## src/hw/sdrtb_regs.vh

```
`ifndef SDRTB_REGS_VH
`define SDRTB_REGS_VH

// Register byte addresses on the register port.
`define SDRTB_ADDR_CLK_PRESCALE 32'hfef80020
`define SDRTB_ADDR_EVT_STATUS 32'hfef80024
`define SDRTB_ADDR_ECC_CONTROL 32'hfef80028
`define SDRTB_ADDR_TICK_COUNT 32'hfef80040

// Clock prescale control fields (bit 0 is the least significant bit here).
`define SDRTB_DIV_HI 31
`define SDRTB_DIV_LO 24
`define SDRTB_DRR_BIT 16
`define SDRTB_POR_BIT 0
`define SDRTB_DIV_RESET 8'h64

// ECC control fields.
`define SDRTB_REFDIS_BIT 26
`define SDRTB_RWCB_BIT 25
`define SDRTB_DERC_BIT 24
`define SDRTB_EN_HI 20
`define SDRTB_EN_LO 16
`define SDRTB_INT_BIT 15
`define SDRTB_MCHK_EN_BIT 0
`define SDRTB_DERC_RESET 1'b1

// Event layout, shared by the event status register and the enable field.
`define SDRTB_EVT_ADDR_PAR 4
`define SDRTB_EVT_SBE_ROLL 3
`define SDRTB_EVT_DATA_PAR 2
`define SDRTB_EVT_SBE_LOG 1
`define SDRTB_EVT_MBE_LOG 0
`define SDRTB_NUM_EVT 5

// Timing: clock period, tick period and refresh period in nanoseconds.
`define SDRTB_CLK_PERIOD_NS 4
`define SDRTB_TICK_NS 16'd1000
`define SDRTB_REF_PERIOD_NS 16'd15600
`define SDRTB_REF_CYC_NS 32
`define SDRTB_REF_CYCLES (((`SDRTB_REF_CYC_NS) + (`SDRTB_CLK_PERIOD_NS) - 1) / (`SDRTB_CLK_PERIOD_NS))

`endif

```

## src/hw/sdrtb_ctl.v

```verilog
// How it works
// - Prescaler divides the bus clock by the 8-bit divisor field.
// - The prescaler tick paces both the refresh engine and 32-bit counter.
// - Divisor field resets to hex 64, right for a 100 MHz clock.
// - Refresh lags only if divisor exceeds clock MHz; small divisor refreshes faster.
// - Double-rate bit halves the refresh interval; cleared keeps it normal.
// - Power-up flag is set by reset and cleared only by writing one.
// - Refresh inhibit holds the refresh engine and its counters cleared.
// - Inhibit changes wait until an ongoing refresh cycle finishes.
// - Check-bit access steers memory reads and writes to stored check bits.
// - Check bits travel on lanes D0-D7, one byte per 64 data bits.
// - Interrupt flag sets on an enabled event, clears on reset or write one.
// - Correction disable returns raw data; write merges skip correction.
//
// Strobed register access was left to the implementer.
`timescale 1ns/1ps
`include "sdrtb_regs.vh"

module sdrtb_ctl (
  // Clock and reset.
  input wire clk,
  input wire rst_n,
  // Register port.
  input wire [31:0] reg_addr,
  input wire [31:0] reg_wdata,
  input wire reg_wr,
  input wire reg_rd,
  output reg [31:0] reg_rdata,
  // Error events from the logger, one-cycle pulses.
  input wire evt_addr_par,
  input wire evt_sbe_roll,
  input wire evt_data_par,
  input wire evt_sbe_log,
  input wire evt_mbe_log,
  input wire mbe_on_bus,
  // Processor read path from the array.
  input wire mem_rd_valid,
  input wire [63:0] arr_data,
  input wire [63:0] corr_data,
  input wire [7:0] arr_cb,
  output reg [63:0] mem_rdata,
  output reg mem_rvalid,
  // Processor write path to the array.
  input wire mem_wr,
  input wire [63:0] mem_wdata,
  output reg data_wr,
  output reg cb_wr,
  output reg [7:0] cb_wdata,
  output reg merge_correct_en,
  output reg cb_access,
  // Refresh and timebase.
  output reg refresh_cmd,
  output reg refresh_busy,
  output reg [31:0] tick_count,
  // Notification.
  output reg irq,
  output reg mchk_pulse
);

  // Register state.
  reg [7:0] divisor;
  reg drr;
  reg por_flag;
  reg refdis;
  reg refdis_pend;
  reg refdis_pend_vld;
  reg rwcb;
  reg derc;
  reg [`SDRTB_NUM_EVT-1:0] evt_en;
  reg int_flag;
  reg mchk_en;
  reg [`SDRTB_NUM_EVT-1:0] evt_status;
  reg div_restart;

  // Engine wires.
  wire tick;
  wire eng_start;
  wire eng_busy;
  wire [`SDRTB_NUM_EVT-1:0] evt_in;

  // Address decode used by both the write and read paths.
  // Code three covers the counter and every unmapped word; the read path splits it.
  function [1:0] reg_sel;
    input [31:0] addr;
    begin
      if (addr == `SDRTB_ADDR_CLK_PRESCALE) begin
        reg_sel = 2'h0;
      end else if (addr == `SDRTB_ADDR_EVT_STATUS) begin
        reg_sel = 2'h1;
      end else if (addr == `SDRTB_ADDR_ECC_CONTROL) begin
        reg_sel = 2'h2;
      end else begin
        reg_sel = 2'h3;
      end
    end
  endfunction

  // Write decodes; each register sees its strobe only on an exact address match,
  // so nearby addresses never disturb the fields.
  wire wr_clk = reg_wr && reg_sel(reg_addr) == 2'h0;
  wire wr_evt = reg_wr && reg_sel(reg_addr) == 2'h1;
  wire wr_ecc = reg_wr && reg_sel(reg_addr) == 2'h2;

  // Event vector in the shared status and enable layout.
  assign evt_in = {evt_addr_par, evt_sbe_roll, evt_data_par, evt_sbe_log, evt_mbe_log};

  // Timebase: the tick paces the counter and the refresh engine alike.
  sdrtb_prescaler u_prescaler (
    .clk(clk),
    .rst_n(rst_n),
    .divisor(divisor),
    .restart(div_restart),
    .tick(tick)
  );

  // The inhibit is fed as the engine's clear, so all its state is held at zero.
  sdrtb_refresh u_refresh (
    .clk(clk),
    .rst_n(rst_n),
    .clear(refdis),
    .tick(tick),
    .drr(drr),
    .ref_start(eng_start),
    .busy(eng_busy)
  );

  // Clock prescale control; the restart lands in the same cycle as the new divisor.
  // A restart costs one partial tick, but a new divisor never waits behind a slow count.
  always @(posedge clk or negedge rst_n) begin
    if (!rst_n) begin
      divisor <= `SDRTB_DIV_RESET;
      drr <= 1'b0;
      por_flag <= 1'b1;
      div_restart <= 1'b0;
    end else begin
      div_restart <= wr_clk;
      if (wr_clk) begin
        divisor <= reg_wdata[`SDRTB_DIV_HI:`SDRTB_DIV_LO];
        drr <= reg_wdata[`SDRTB_DRR_BIT];
        if (reg_wdata[`SDRTB_POR_BIT]) begin
          por_flag <= 1'b0;
        end
      end
    end
  end

  // Refresh inhibit is staged while a refresh cycle is active, so the array
  // never sees a cycle cut short; other fields take effect at once.
  // A write that lands while nothing is busy drops any staged value, so the last write wins.
  always @(posedge clk or negedge rst_n) begin
    if (!rst_n) begin
      refdis <= 1'b0;
      refdis_pend <= 1'b0;
      refdis_pend_vld <= 1'b0;
    end else if (wr_ecc) begin
      if (eng_busy) begin
        refdis_pend <= reg_wdata[`SDRTB_REFDIS_BIT];
        refdis_pend_vld <= 1'b1;
      end else begin
        refdis <= reg_wdata[`SDRTB_REFDIS_BIT];
        refdis_pend_vld <= 1'b0;
      end
    end else if (refdis_pend_vld && !eng_busy) begin
      refdis <= refdis_pend;
      refdis_pend_vld <= 1'b0;
    end
  end

  // Remaining ECC control fields.
  // The int bit lives with the sticky flags below, since it is write-one-to-clear.
  always @(posedge clk or negedge rst_n) begin
    if (!rst_n) begin
      rwcb <= 1'b0;
      derc <= `SDRTB_DERC_RESET;
      evt_en <= {`SDRTB_NUM_EVT{1'b0}};
      mchk_en <= 1'b0;
    end else if (wr_ecc) begin
      rwcb <= reg_wdata[`SDRTB_RWCB_BIT];
      derc <= reg_wdata[`SDRTB_DERC_BIT];
      evt_en <= reg_wdata[`SDRTB_EN_HI:`SDRTB_EN_LO];
      mchk_en <= reg_wdata[`SDRTB_MCHK_EN_BIT];
    end
  end

  // Sticky flags; a new event in the cycle of a clearing write wins.
  // Losing an event to a racing clear would hide an error, so the clear gives way.
  always @(posedge clk or negedge rst_n) begin
    if (!rst_n) begin
      int_flag <= 1'b0;
      evt_status <= {`SDRTB_NUM_EVT{1'b0}};
    end else begin
      if (|(evt_in & evt_en)) begin
        int_flag <= 1'b1;
      end else if (wr_ecc && reg_wdata[`SDRTB_INT_BIT]) begin
        int_flag <= 1'b0;
      end
      evt_status <= evt_in | (evt_status & ~(wr_evt ? reg_wdata[`SDRTB_NUM_EVT-1:0] :
        {`SDRTB_NUM_EVT{1'b0}}));
    end
  end

  // Interrupt and machine check outputs; scrub errors never reach mbe_on_bus.
  // The event term lets irq rise one cycle after the event rather than two.
  always @(posedge clk or negedge rst_n) begin
    if (!rst_n) begin
      irq <= 1'b0;
      mchk_pulse <= 1'b0;
    end else begin
      irq <= int_flag | (|(evt_in & evt_en));
      mchk_pulse <= mbe_on_bus & mchk_en;
    end
  end

  // Free-running counter advanced by the prescaler tick.
  // It wraps silently; software works with differences, so the wrap is harmless.
  always @(posedge clk or negedge rst_n) begin
    if (!rst_n) begin
      tick_count <= 32'h00000000;
    end else if (tick) begin
      tick_count <= tick_count + 32'h00000001;
    end
  end

  // Refresh command mirrors the engine, registered once more for the array.
  // The extra stage keeps the array side off the engine's compare logic.
  always @(posedge clk or negedge rst_n) begin
    if (!rst_n) begin
      refresh_cmd <= 1'b0;
      refresh_busy <= 1'b0;
    end else begin
      refresh_cmd <= eng_start;
      refresh_busy <= eng_busy;
    end
  end

  // Read path: check-bit access returns the byte on D0-D7 with upper lanes zero;
  // correction disable hands back the raw array word.
  always @(posedge clk or negedge rst_n) begin
    if (!rst_n) begin
      mem_rdata <= 64'h0000000000000000;
      mem_rvalid <= 1'b0;
    end else begin
      mem_rvalid <= mem_rd_valid;
      if (mem_rd_valid) begin
        if (rwcb) begin
          mem_rdata <= {56'h00000000000000, arr_cb};
        end else if (derc) begin
          mem_rdata <= arr_data;
        end else begin
          mem_rdata <= corr_data;
        end
      end
    end
  end

  // Write path: in check-bit mode the data word is left alone and only the
  // check byte is written; check bits are still generated downstream otherwise.
  // The upper write lanes are ignored in check-bit mode; only D0-D7 matter.
  always @(posedge clk or negedge rst_n) begin
    if (!rst_n) begin
      data_wr <= 1'b0;
      cb_wr <= 1'b0;
      cb_wdata <= 8'h00;
      merge_correct_en <= 1'b0;
      cb_access <= 1'b0;
    end else begin
      data_wr <= mem_wr & ~rwcb;
      cb_wr <= mem_wr & rwcb;
      if (mem_wr && rwcb) begin
        cb_wdata <= mem_wdata[7:0];
      end
      merge_correct_en <= ~derc;
      cb_access <= rwcb;
    end
  end

  // Register read, one cycle after the strobe; unmapped addresses read zero.
  // Clearing the data between reads keeps stale values off the read port.
  always @(posedge clk or negedge rst_n) begin
    if (!rst_n) begin
      reg_rdata <= 32'h00000000;
    end else if (reg_rd) begin
      if (reg_sel(reg_addr) == 2'h0) begin
        reg_rdata <= {divisor, 7'h00, drr, 15'h0000, por_flag};
      end else if (reg_sel(reg_addr) == 2'h1) begin
        reg_rdata <= {27'h0000000, evt_status};
      end else if (reg_sel(reg_addr) == 2'h2) begin
        reg_rdata <= {5'h00, refdis, rwcb, derc, 3'h0, evt_en, int_flag,
          14'h0000, mchk_en};
      end else if (reg_addr == `SDRTB_ADDR_TICK_COUNT) begin
        reg_rdata <= tick_count;
      end else begin
        reg_rdata <= 32'h00000000;
      end
    end else begin
      reg_rdata <= 32'h00000000;
    end
  end

endmodule

```

## src/hw/sdrtb_prescaler.v

```verilog
`timescale 1ns/1ps
`include "sdrtb_regs.vh"

module sdrtb_prescaler (
  // Clock and reset.
  input wire clk,
  input wire rst_n,
  // Divisor and restart.
  input wire [7:0] divisor,
  input wire restart,
  // One-cycle tick output.
  output reg tick
);

  reg [7:0] count;

  // Down counter; a divisor of zero or one ticks every cycle.
  always @(posedge clk or negedge rst_n) begin
    if (!rst_n) begin
      count <= 8'h00;
      tick <= 1'b0;
    end else if (restart) begin
      count <= 8'h00;
      tick <= 1'b0;
    end else if (count == 8'h00) begin
      tick <= 1'b1;
      count <= (divisor <= 8'h01) ? 8'h00 : divisor - 8'h01;
    end else begin
      tick <= 1'b0;
      count <= count - 8'h01;
    end
  end

endmodule

```

## src/hw/sdrtb_refresh.v

```verilog
`timescale 1ns/1ps
`include "sdrtb_regs.vh"

module sdrtb_refresh (
  // Clock and reset.
  input wire clk,
  input wire rst_n,
  // Control.
  input wire clear,
  input wire tick,
  input wire drr,
  // Refresh command to the array side.
  output reg ref_start,
  output reg busy
);

  localparam integer CYC_LEN_FULL = `SDRTB_REF_CYCLES;
  localparam [3:0] CYC_LEN = CYC_LEN_FULL[3:0];

  reg [15:0] acc;
  reg [3:0] cyc;
  reg [15:0] next_acc;
  reg [15:0] step;

  // Each tick adds the elapsed nanoseconds; doubling the step halves the interval.
  always @* begin
    step = `SDRTB_TICK_NS;
    if (drr) begin
      step = {step[14:0], 1'b0};
    end
    next_acc = tick ? acc + step : acc;
  end

  // The remainder is carried so the average interval is exact, not rounded to ticks.
  // A clear that meets a cycle just started waits for its end, so none is cut short.
  always @(posedge clk or negedge rst_n) begin
    if (!rst_n) begin
      acc <= 16'h0000;
      cyc <= 4'h0;
      ref_start <= 1'b0;
      busy <= 1'b0;
    end else if (clear && !busy) begin
      acc <= 16'h0000;
      cyc <= 4'h0;
      ref_start <= 1'b0;
      busy <= 1'b0;
    end else if (!busy && next_acc >= `SDRTB_REF_PERIOD_NS) begin
      acc <= next_acc - `SDRTB_REF_PERIOD_NS;
      cyc <= CYC_LEN;
      ref_start <= 1'b1;
      busy <= 1'b1;
    end else begin
      acc <= next_acc;
      ref_start <= 1'b0;
      if (busy) begin
        cyc <= cyc - 4'h1;
        if (cyc == 4'h1) begin
          busy <= 1'b0;
        end
      end
    end
  end

endmodule

```

## config.mk

```make
export PLATFORM = sky130hd
export DESIGN_NAME = sdrtb_ctl
export DESIGN_NICKNAME = d
export VERILOG_FILES = /design/src/hw/sdrtb_ctl.v /design/src/hw/sdrtb_prescaler.v /design/src/hw/sdrtb_refresh.v
export VERILOG_INCLUDE_DIRS = /design/src /design/src/hw
export SDC_FILE = /design/constraint.sdc
export NUM_CORES = 1
export LEC_CHECK = 0
export BUFFER_PORTS_ARGS = -buffer_cell sky130_fd_sc_hd__buf_4
export CAP_MARGIN = 20
export CORE_AREA = 2 2 163 165
export CTS_CLUSTER_SIZE = 24
export DETAILED_ROUTE_END_ITERATION = 8
export DIE_AREA = 0 0 165 167
export PLACE_DENSITY = 0.66
export SLEW_MARGIN = 20
export SYNTH_ARGS = -nofsm -noshare
export SYNTH_HDL_FRONTEND = slang
export SYNTH_SLANG_ARGS = --single-unit
export TNS_END_PERCENT = 5
```

## constraint.sdc

```tcl
create_clock -name clk -period 4.4 [get_ports clk]
set_clock_uncertainty 0.2 [all_clocks]
set_input_delay 0.44 -clock clk [delete_from_list [all_inputs] [get_ports clk]]
set_output_delay 0.44 -clock clk [all_outputs]
set_load 0.01 [all_outputs]
```

**Word-level counts from Yosys, hierarchy flattened**

Index checks and enable logic that the tools add are counted.

- Bits in registers: 204
- Input port bits: 276
- Output and inout bits: 145
- Logic and storage cells: 122

- Add/sub/neg operators: 6
- Magnitude comparators: 2
- Equality and inequality tests: 10
- Multiplexer cells: 43
- Bitwise operators: 10
- Reductions and logical operators: 19

Operator list:

| kind | number |
|---|---|
| 2-to-1 mux 32 bit | 5 |
| == test 32 bit, second input constant | 4 |
| 2-to-1 mux 64 bit | 2 |
| 2-to-1 mux 16 bit | 3 |
| adder 32 x 1 -> 32 bit, second input constant | 1 |
| 2-to-1 mux 8 bit | 3 |
| 2-to-1 mux 1 bit | 17 |
| adder 16 x 11 -> 16 bit | 1 |
| >= comparator 16 x 14 -> 1 bit, second input constant | 1 |
| 2-to-1 mux 2 bit | 8 |
| subtractor 16 x 14 -> 16 bit, second input constant | 1 |
| subtractor 8 x 1 -> 8 bit, second input constant | 2 |
| 2-to-1 mux 4 bit | 3 |
| 2-to-1 mux 11 bit | 1 |
| bitwise AND 5 bit | 2 |
| less-or-equal comparator 8 x 1 -> 1 bit, second input constant | 1 |
| logical AND 1 bit | 8 |
| zero test 8 bit | 1 |
| AND reduction 2 bit | 3 |
| 2-to-1 mux 5 bit | 1 |
| NOT 5 bit | 1 |
| bitwise OR 5 bit | 1 |
| OR reduction 5 bit | 1 |
| == test 2 x 1 -> 1 bit, second input constant | 2 |
| other kinds (11) | 17 |

**Longest topological paths before layout**

Gate-level depths: netlist of run 1.

- Depth after elaboration: 17
- Gate-level depth with buffers: 16
- Mapped depth without buffers: 15

**Cells and area by module**

A second synthesis of run 1 with hierarchy kept.

- Cells, all modules: 915
- Area total of the unflattened synthesis: 9,903.2 µm²

By module, submodules not included:

| module | instances | cells an instance | area each (µm²) | sequential area each (µm²) |
|---|---|---|---|---|
| sdrtb_ctl | 1 | 645 | 7,538.5 | 4,335.4 |
| sdrtb_refresh | 1 | 199 | 1,714.1 | 475.5 |
| sdrtb_prescaler | 1 | 71 | 650.6 | 225.2 |

**Worst setup path before layout of run 1**

No wires, ideal clock.

- Path kind: register to register
- From: register drr
- To: register u_refresh.cyc[0]
- Library setup time: 0.125 ns
- Data arrival time: 3.410 ns
- Required time: 4.075 ns
- Path slack: 0.665 ns
- Cell stages (with the launch flop): 17
- Path buffers: 1
- Clock period less this slack: 3.735 ns
- Cell sequence: dfrtp_1 > inv_1 > ha_1 > inv_1 > fa_1 > xnor2_1 > mux2_2 > ha_1 > nand3_1 > a31oi_1 > a311oi_1 > o31a_1 > or4_4 > a21oi_4 > buf_6 > nor3_2 > mux2_4

- Longest elaborated chain between the ends: 7
- Elaborated cells on any way between the ends: 8
- Those cells by class: 1 x add/sub; 1 x order compare; 4 x mux; 2 x reduce/logical

RTL lines:

| element | RTL line | source |
|---|---|---|
| from (decl) | sdrtb_ctl.v:62 | `reg drr;` |
| from (signal assigned) | sdrtb_ctl.v:139 | `` drr <= reg_wdata[`SDRTB_DRR_BIT]; `` |
| 2-to-1 mux 11 bit * | sdrtb_refresh.v:28 | `if (drr) begin` |
| adder 16 x 11 -> 16 bit * | sdrtb_refresh.v:31 | `next_acc = tick ? acc + step : acc;` |
| 2-to-1 mux 16 bit * | sdrtb_refresh.v:31 |  |
| >= comparator 16 x 14 -> 1 bit (no line) * | n/a |  |
| logical AND 1 bit (no line) * | n/a |  |
| 2-to-1 mux 4 bit | sdrtb_refresh.v:47 | `` end else if (!busy && next_acc >= `SDRTB_REF_PERIOD_NS) begin `` |
| 2-to-1 mux 4 bit | sdrtb_refresh.v:42 | `end else if (clear && !busy) begin` |
| to (signal assigned) | sdrtb_refresh.v:56 | `cyc <= cyc - 4'h1;` |
| to (decl) | sdrtb_refresh.v:21 | `reg [3:0] cyc;` |

Mark *: on every way between the ends. The rest lies on a longest branch, timed or not.
A chain may end at the register's enable or synchronous reset.

**Worst setup path after layout of run 1**

Same ends and word-level chain as after synthesis.

==> flow_metrics.env, run 1 <==
export IMPL_status="finished, final reports clean"
export IMPL_placed_area_um2=12600
export IMPL_hold_class="in -> reg"
export IMPL_ys_flop_type="dfrtp_1"
export IMPL_initial_utilization_pct=37.5
export IMPL_num_rows=59
export IMPL_numClockSinks=201
export IMPL_clock_latency_ns=0.50
export IMPL_fin_area_um2=13700
export IMPL_cp_required_ns=4.58
export IMPL_cts_tree="yes"
export IMPL_antenna_cells=0
export IMPL_startpoint_type="flop"
export IMPL_clock_fmax_ghz=0.239
export IMPL_power_density_nw_per_um2=328
export IMPL_cts_buffers=23
export IMPL_ys_warn_count=0
export IMPL_synth_nets=1201
export IMPL_yosys_area_top_type="dfrtp_1"
export IMPL_die_w_um=165
export IMPL_regArea_um2=5040
export IMPL_synth_top_cell_area_share_pct=50.8
export IMPL_seqPwrFrac_pct=43.8
export IMPL_period_share_pct=95.0
export IMPL_comb_power_share_pct=13.4
export IMPL_finalPower_mw=4.51
export IMPL_crit_path_max_incr_delay_ns=0.60
export IMPL_intPower_mw=3.41
export IMPL_track_usage_pct=21.0
export IMPL_grt_max_degree=110
export IMPL_grt_pass1_vias=8220
export IMPL_path_buf_inv=3
export IMPL_grt_pass1_wl_mm=45.6
export IMPL_async_reset_ff_share_pct=100
export IMPL_multi_input_area_um2=4150
export IMPL_path_max_fanout=5
export IMPL_maxCapViolCount=0
export IMPL_synth_distinct_cells=70
export IMPL_place_congestion=0.837
export IMPL_cts_max_level=1
export IMPL_crit_type="reg -> reg"
export IMPL_fill_cells=2304
export IMPL_rsz0062_at_grt="false"
export IMPL_avgViaCountPerCell=5.03
export IMPL_post_drt_wl_per_cell_um=18.3
export IMPL_final_nets=1575
export IMPL_port_buffers=351
export IMPL_netlist_area_um2=9650
export IMPL_power_switching_mw=1.10
export IMPL_cts_buffer_depth=3
export IMPL_slew_headroom_pct=32.0
export IMPL_netlist_top_cells_area="dfrtp_1, mux2i_1, o22ai_1"
export IMPL_synth_edf_count=0
export IMPL_routed_wl_mm=29.9
export IMPL_cp_end_kind="flop"
export IMPL_clk_pin_slew_worst_paths_ns=0.06
export IMPL_cp_arrival_ns=4.36
export IMPL_clockRootBuffer="clkbuf_16"
export IMPL_swShare_pct=24.4
export IMPL_slowest_stage="or4_4"
export IMPL_cp_cell_sequence="inv_1 -> ha_1 -> inv_1 -> fa_1 -> xnor2_2 -> mux2_2 -> ha_2 -> nand3_1 -> a31oi_1 -> a311oi_2 -> o31a_1 -> or4_4 -> a21oi_4 -> buf_4 -> nor3_2 -> mux2_4"
export IMPL_drt_iter0_drc=456
export IMPL_antenna_found_initial=0
export IMPL_crit_family="adder cells"
export IMPL_min_period_ns=4.18
export IMPL_setup_viol=0
export IMPL_grt_overflow=0
export IMPL_tightest_slew_ns=1.02
export IMPL_drive_gt1_share_pct=34.6
export IMPL_p_leak_nw=7.14
export IMPL_synthCells=912
export IMPL_ys_seq_area_share_pct=52.2
export IMPL_synth_seq_cells=201
export IMPL_drv_slew=0
export IMPL_num_vias=8242
export IMPL_ioPinCount=421
export IMPL_ant_nets=0
export IMPL_fp_dieH_um=167
export IMPL_avgSynthCellArea_um2=10.6
export IMPL_ir_drop_uv=212
export IMPL_dr_pass1_iters=5
export IMPL_pwr_share_clk_pct=42.8
export IMPL_drc=0
export IMPL_die_area_um2=27600
export IMPL_syn2layout_area_growth_pct=42.2
export IMPL_finalHoldViolCount=0
export IMPL_tns_ns=0
export IMPL_coreArea_um2=25800
export IMPL_dpl_hpwl_mm=22.0
export IMPL_cpMostUsedCell="inv_1"
cells in the final DEF (no fill, tap or decap), types with 23 or more instances in the layout:
| cell | count |
|---|---|
| buf_4 | 361 |
| dfrtp_1 | 196 |
| inv_1 | 74 |
| mux2i_1 | 69 |
| nand2_1 | 67 |
| o22ai_1 | 59 |
| nor2_1 | 53 |
| xnor2_1 | 38 |
| dlygate4sd3_1 | 34 |
| and3_1 | 26 |
| mux2_2 | 24 |
| clkbuf_16 | 23 |
final timing paths:
check                                          from                to  slack (ns)  depth (start not counted)
max in group asynchronous                     rst_n       cb_wdata[7]        2.51                          3
min in group asynchronous                     rst_n  u_refresh.cyc[1]        0.42                          2
worst max register to register                  drr  u_refresh.cyc[0]        0.22                         16
worst min register to register  u_refresh.ref_start       refresh_cmd        0.16                          0
worst max-delay path                            drr  u_refresh.cyc[0]        0.22                         16
worst min-delay path                  corr_data[39]     mem_rdata[39]        0.02                          3
flip-flops by register name, summed over array words and instances, names as in the netlist, 4 cells and up:
signal and count:
tick_count 32, cb_wdata 8, u_refresh.acc 13, evt_status 5, u_refresh.cyc 4, reg_rdata 32
evt_en 5, mem_rdata 64, u_prescaler.count 8, divisor 8
layer usage:
layer / track usage, % / up-vias / routed length (µm)
met5: 0 / - / 0
met4: 5.52 / 0 / 739
met3: 4.11 / 37 / 2110
met2: 38.5 / 273 / 15600
met1: 24.9 / 3994 / 11500
li1: - / 3938 / -
power groups by stage:
stage               logic, mW  registers (mW)  clock network (mW)
CTS                     0.609            1.97                1.98
finish                  0.604            1.97                1.93
floorplan               0.197            2.03                   0
detailed placement      0.582            2.01                   0
global placement        0.574            2.00                   0
global route            0.656            1.98                2.07
logic make-up (layout without fill, tap and decap cells):
kind of cell               after synthesis  in the layout  synth area share (%)
DFF                                    201            201                  52.2
buffers and inverters                  122            513                  5.16
muxes                                   95             95                  10.2
xor gates and xnor gates                58             58                  5.26
adders and majority gates               13             13                  1.76
and+or+nand+nor                        262            262                  13.9
AOI/OAI and AO/OA                      161            161                  11.5
Yosys cell counts (3+ instances only):
master	n
a21o_1	10
a21oi_1	17
a222oi_1	5
a22oi_1	16
and2_1	5
and3_1	26
buf_1	6
buf_2	5
buf_6	4
clkbuf_1	31
dfrtp_1	196
dfstp_2	5
ha_1	12
inv_1	74
mux2_2	24
mux2i_1	69
nand2_1	67
nand2b_1	8
nand3_1	21
nand4_1	10
nor2_1	53
nor2b_1	19
nor3_1	15
nor3_2	3
nor3b_1	4
nor4_1	10
o2111a_1	3
o21ai_0	19
o22ai_1	59
or3_1	5
xnor2_1	39
xor2_1	19
through the flow:
step | utilization [%] | hold slack [ns] | setup WS, ns | instances
2_1_floorplan | - | -0.0556 | 0.665 | 912
3_3_place_gp | 48.8 | 0.141 | 0.322 | 1560
3_5_place_dp | 48.8 | 0.153 | 0.219 | 1560
4_1_cts | 53.1 | 0.00260 | 0.176 | 1636
5_1_grt | 53.3 | 0.0137 | 0.0166 | 1638
6_report | 53.3 | 0.0223 | 0.221 | 1638
final cells by class:
type,count,share of cell area [%]
tap,335,3.05
timing repair buffer,396,22.3
clock inverter,10,0.820
multi-input combinational,589,30.2
sequential,201,36.7
inverter,75,2.05
clock buffer,32,4.80
timing repair:
action                                  in CTS  in global routing
buffers inserted                             0                  2
resized for setup                            0                  3
hold buffers                                34                  0
endpoints found under the hold margin      137                  0
endpoints found under the setup margin       0                  7
tightest hold or removal path, delay by kind of cell:
family	cells	cell delay [ns]
buf+inv	1	0.07
mux	1	0.05
compound gates	1	0.10
No activity file was read; power rests on OpenSTA's default activity.
==> run 2: changes to the inputs <==
==> constraint.sdc (replaced) <==
create_clock -name clk -period 4.4 [get_ports clk]
set_clock_uncertainty 0.2 [all_clocks]
set_input_delay 0.88 -clock clk [delete_from_list [all_inputs] [get_ports clk]]
set_output_delay 0.88 -clock clk [all_outputs]
set_load 0.01 [all_outputs]
==> run 2 against run 1 <==
Compared with the run above: clock power grew 3%; wire length decreased by 2.2%; critical path depth stayed put; critical path type unchanged.
==> flow_metrics.env, run 2 (same netlist as run 1, synthesis figures left out) <==
export IMPL_status="finished, final reports clean"
export IMPL_grt_overflow=0
export IMPL_layout_cells_non_filler=1607
export IMPL_intPower_mw=3.44
export IMPL_cts_buffer_depth=3
export IMPL_comb_power_share_pct=12.8
export IMPL_num_rows=59
export IMPL_slowest_stage="or4_4"
export IMPL_power_density_nw_per_um2=338
export IMPL_ir_drop_uv=284
export IMPL_fin_area_um2=13400
export IMPL_crit_path_max_incr_delay_ns=0.59
export IMPL_drc=0
export IMPL_antenna_found_initial=1
export IMPL_post_drt_wl_per_cell_um=18.2
export IMPL_cp_startpoint="drr"
export IMPL_period_share_pct=95.5
export IMPL_die_w_um=165
export IMPL_drive_gt1_share_pct=35.7
export IMPL_swShare_pct=24.3
export IMPL_placed_area_um2=12600
export IMPL_cts_tree="yes"
export IMPL_startpoint_type="flop"
export IMPL_drt_iter0_drc=454
export IMPL_path_buf_inv=3
export IMPL_cts_hold_buf=0
export IMPL_finalHoldViolCount=0
export IMPL_tightest_slew_ns=1.05
export IMPL_path_max_fanout=5
export IMPL_numClockSinks=201
export IMPL_regMostFlops="mem_rdata"
export IMPL_busiest_layer="met2"
export IMPL_final_nets=1544
export IMPL_place_congestion=0.859
export IMPL_layout_commonest_cell="buf_4"
export IMPL_num_vias=8093
export IMPL_reg2reg_slack_ns=0.20
export IMPL_cp_required_ns=4.59
export IMPL_postLayoutCoreUtil_pct=52.2
export IMPL_clock_latency_ns=0.51
export IMPL_setup_viol=0
export IMPL_port_buffers=351
export IMPL_track_usage_pct=20.6
export IMPL_dp_cells=1563
export IMPL_crit_family="adder cells"
export IMPL_fp_dieH_um=167
export IMPL_min_period_ns=4.20
export IMPL_ant_nets=0
export IMPL_cp_end_kind="flop"
export IMPL_multi_input_area_um2=4140
export IMPL_dpl_hpwl_mm=22.0
export IMPL_die_area_um2=27600
export IMPL_drv_slew=0
export IMPL_met2_usage_pct=36.8
export IMPL_routed_wl_mm=29.3
export IMPL_min_delay_start="u_refresh.ref_start"
export IMPL_final_cell_mix="buf_4, dfrtp_1, inv_1"
export IMPL_use_met3_pct=4.31
export IMPL_grt_max_degree=119
export IMPL_syn2layout_area_growth_pct=39.3
export IMPL_clock_fmax_ghz=0.238
export IMPL_ioPinCount=421
export IMPL_power_switching_mw=1.10
export IMPL_regArea_um2=5040
export IMPL_hold_worst_slack_ns=0.152
export IMPL_seqPwrFrac_pct=43.4
export IMPL_p_leak_nw=7.02
export IMPL_coreArea_um2=25800
export IMPL_grt_pass1_wl_mm=44.5
export IMPL_initial_utilization_pct=37.5
export IMPL_largest_reg_flops=64
export IMPL_tns_ns=0
export IMPL_avgViaCountPerCell=5.04
export IMPL_cp_cell_sequence="inv_1 -> ha_1 -> inv_1 -> fa_1 -> xnor2_1 -> mux2_2 -> ha_1 -> nand3_1 -> a31oi_1 -> a311oi_2 -> o31a_1 -> or4_4 -> a21oi_4 -> buf_4 -> nor3_2 -> mux2_4"
export IMPL_dr_pass1_iters=5
export IMPL_r2r_start="drr"
export IMPL_grt_use_met1_pct=24.1
export IMPL_fill_cells=2312
export IMPL_cts_buffers=23
export IMPL_cp_arrival_ns=4.39
export IMPL_clockRootBuffer="clkbuf_16"
export IMPL_crit_type="reg -> reg"
export IMPL_pwr_share_clk_pct=43.8
export IMPL_cts_max_level=1
export IMPL_reg_top3="mem_rdata (64), reg_rdata (32), tick_count (32)"
export IMPL_slew_headroom_pct=29.9
export IMPL_grt_pass1_vias=8041
export IMPL_hold_class="reg -> reg"
export IMPL_maxCapViolCount=0
export IMPL_clk_pin_slew_worst_paths_ns=0.06
-- run 2: metal layers --
layer	wire, µm	share of wire, %	vias to the layer above
met5	0	0	-
met4	932	3.2	0
met3	2260	7.7	43
met2	15000	51	283
met1	11100	38	3886
li1	-	-	3881
-- run 2: per-stage QoR --
| step | total power, mW | worst slack, ns |
|---|---|---|
| CTS | 4.61 | 0.191 |
| global route | 4.74 | -0.0143 |
| detailed placement | 2.59 | 0.234 |
| floorplan | 2.23 | 0.665 |
| finish | 4.54 | 0.198 |
| global placement | 2.58 | 0.304 |
-- run 2: repair_timing --
item                                    in CTS  in global routing
buffers inserted                             0                  2
endpoints found under the setup margin       0                  6
resized for setup                            0                  1
-- run 2: cell type report --
cell class                      instances  area share (%)
Antenna cell                            1          0.0186
Sequential cell                       201            37.5
Clock inverter                         13            1.16
Multi-Input combinational cell        589            30.8
Clock buffer                           28            4.79
Tap cell                              335            3.12
Timing Repair Buffer                  365            20.5
Inverter                               75            2.09
-- run 2: final timing paths --
check                                   end  cells past startpoint
hold reg to reg                 refresh_cmd                      0
hold / removal                  refresh_cmd                      0
max in group asynchronous        divisor[5]                      2
min in group asynchronous  u_refresh.cyc[1]                      1
setup / recovery           u_refresh.cyc[0]                     16
setup reg to reg           u_refresh.cyc[0]                     16
-- run 2: power by group through the flow --
stage               Clock (mW)  Combinational (mW)  Sequential [mW]
floorplan                    0               0.197             2.03
finish                    1.99               0.580             1.97
detailed placement           0               0.586             2.00
global placement             0               0.575             2.00
global route              2.13               0.634             1.98
CTS                       2.05               0.588             1.97
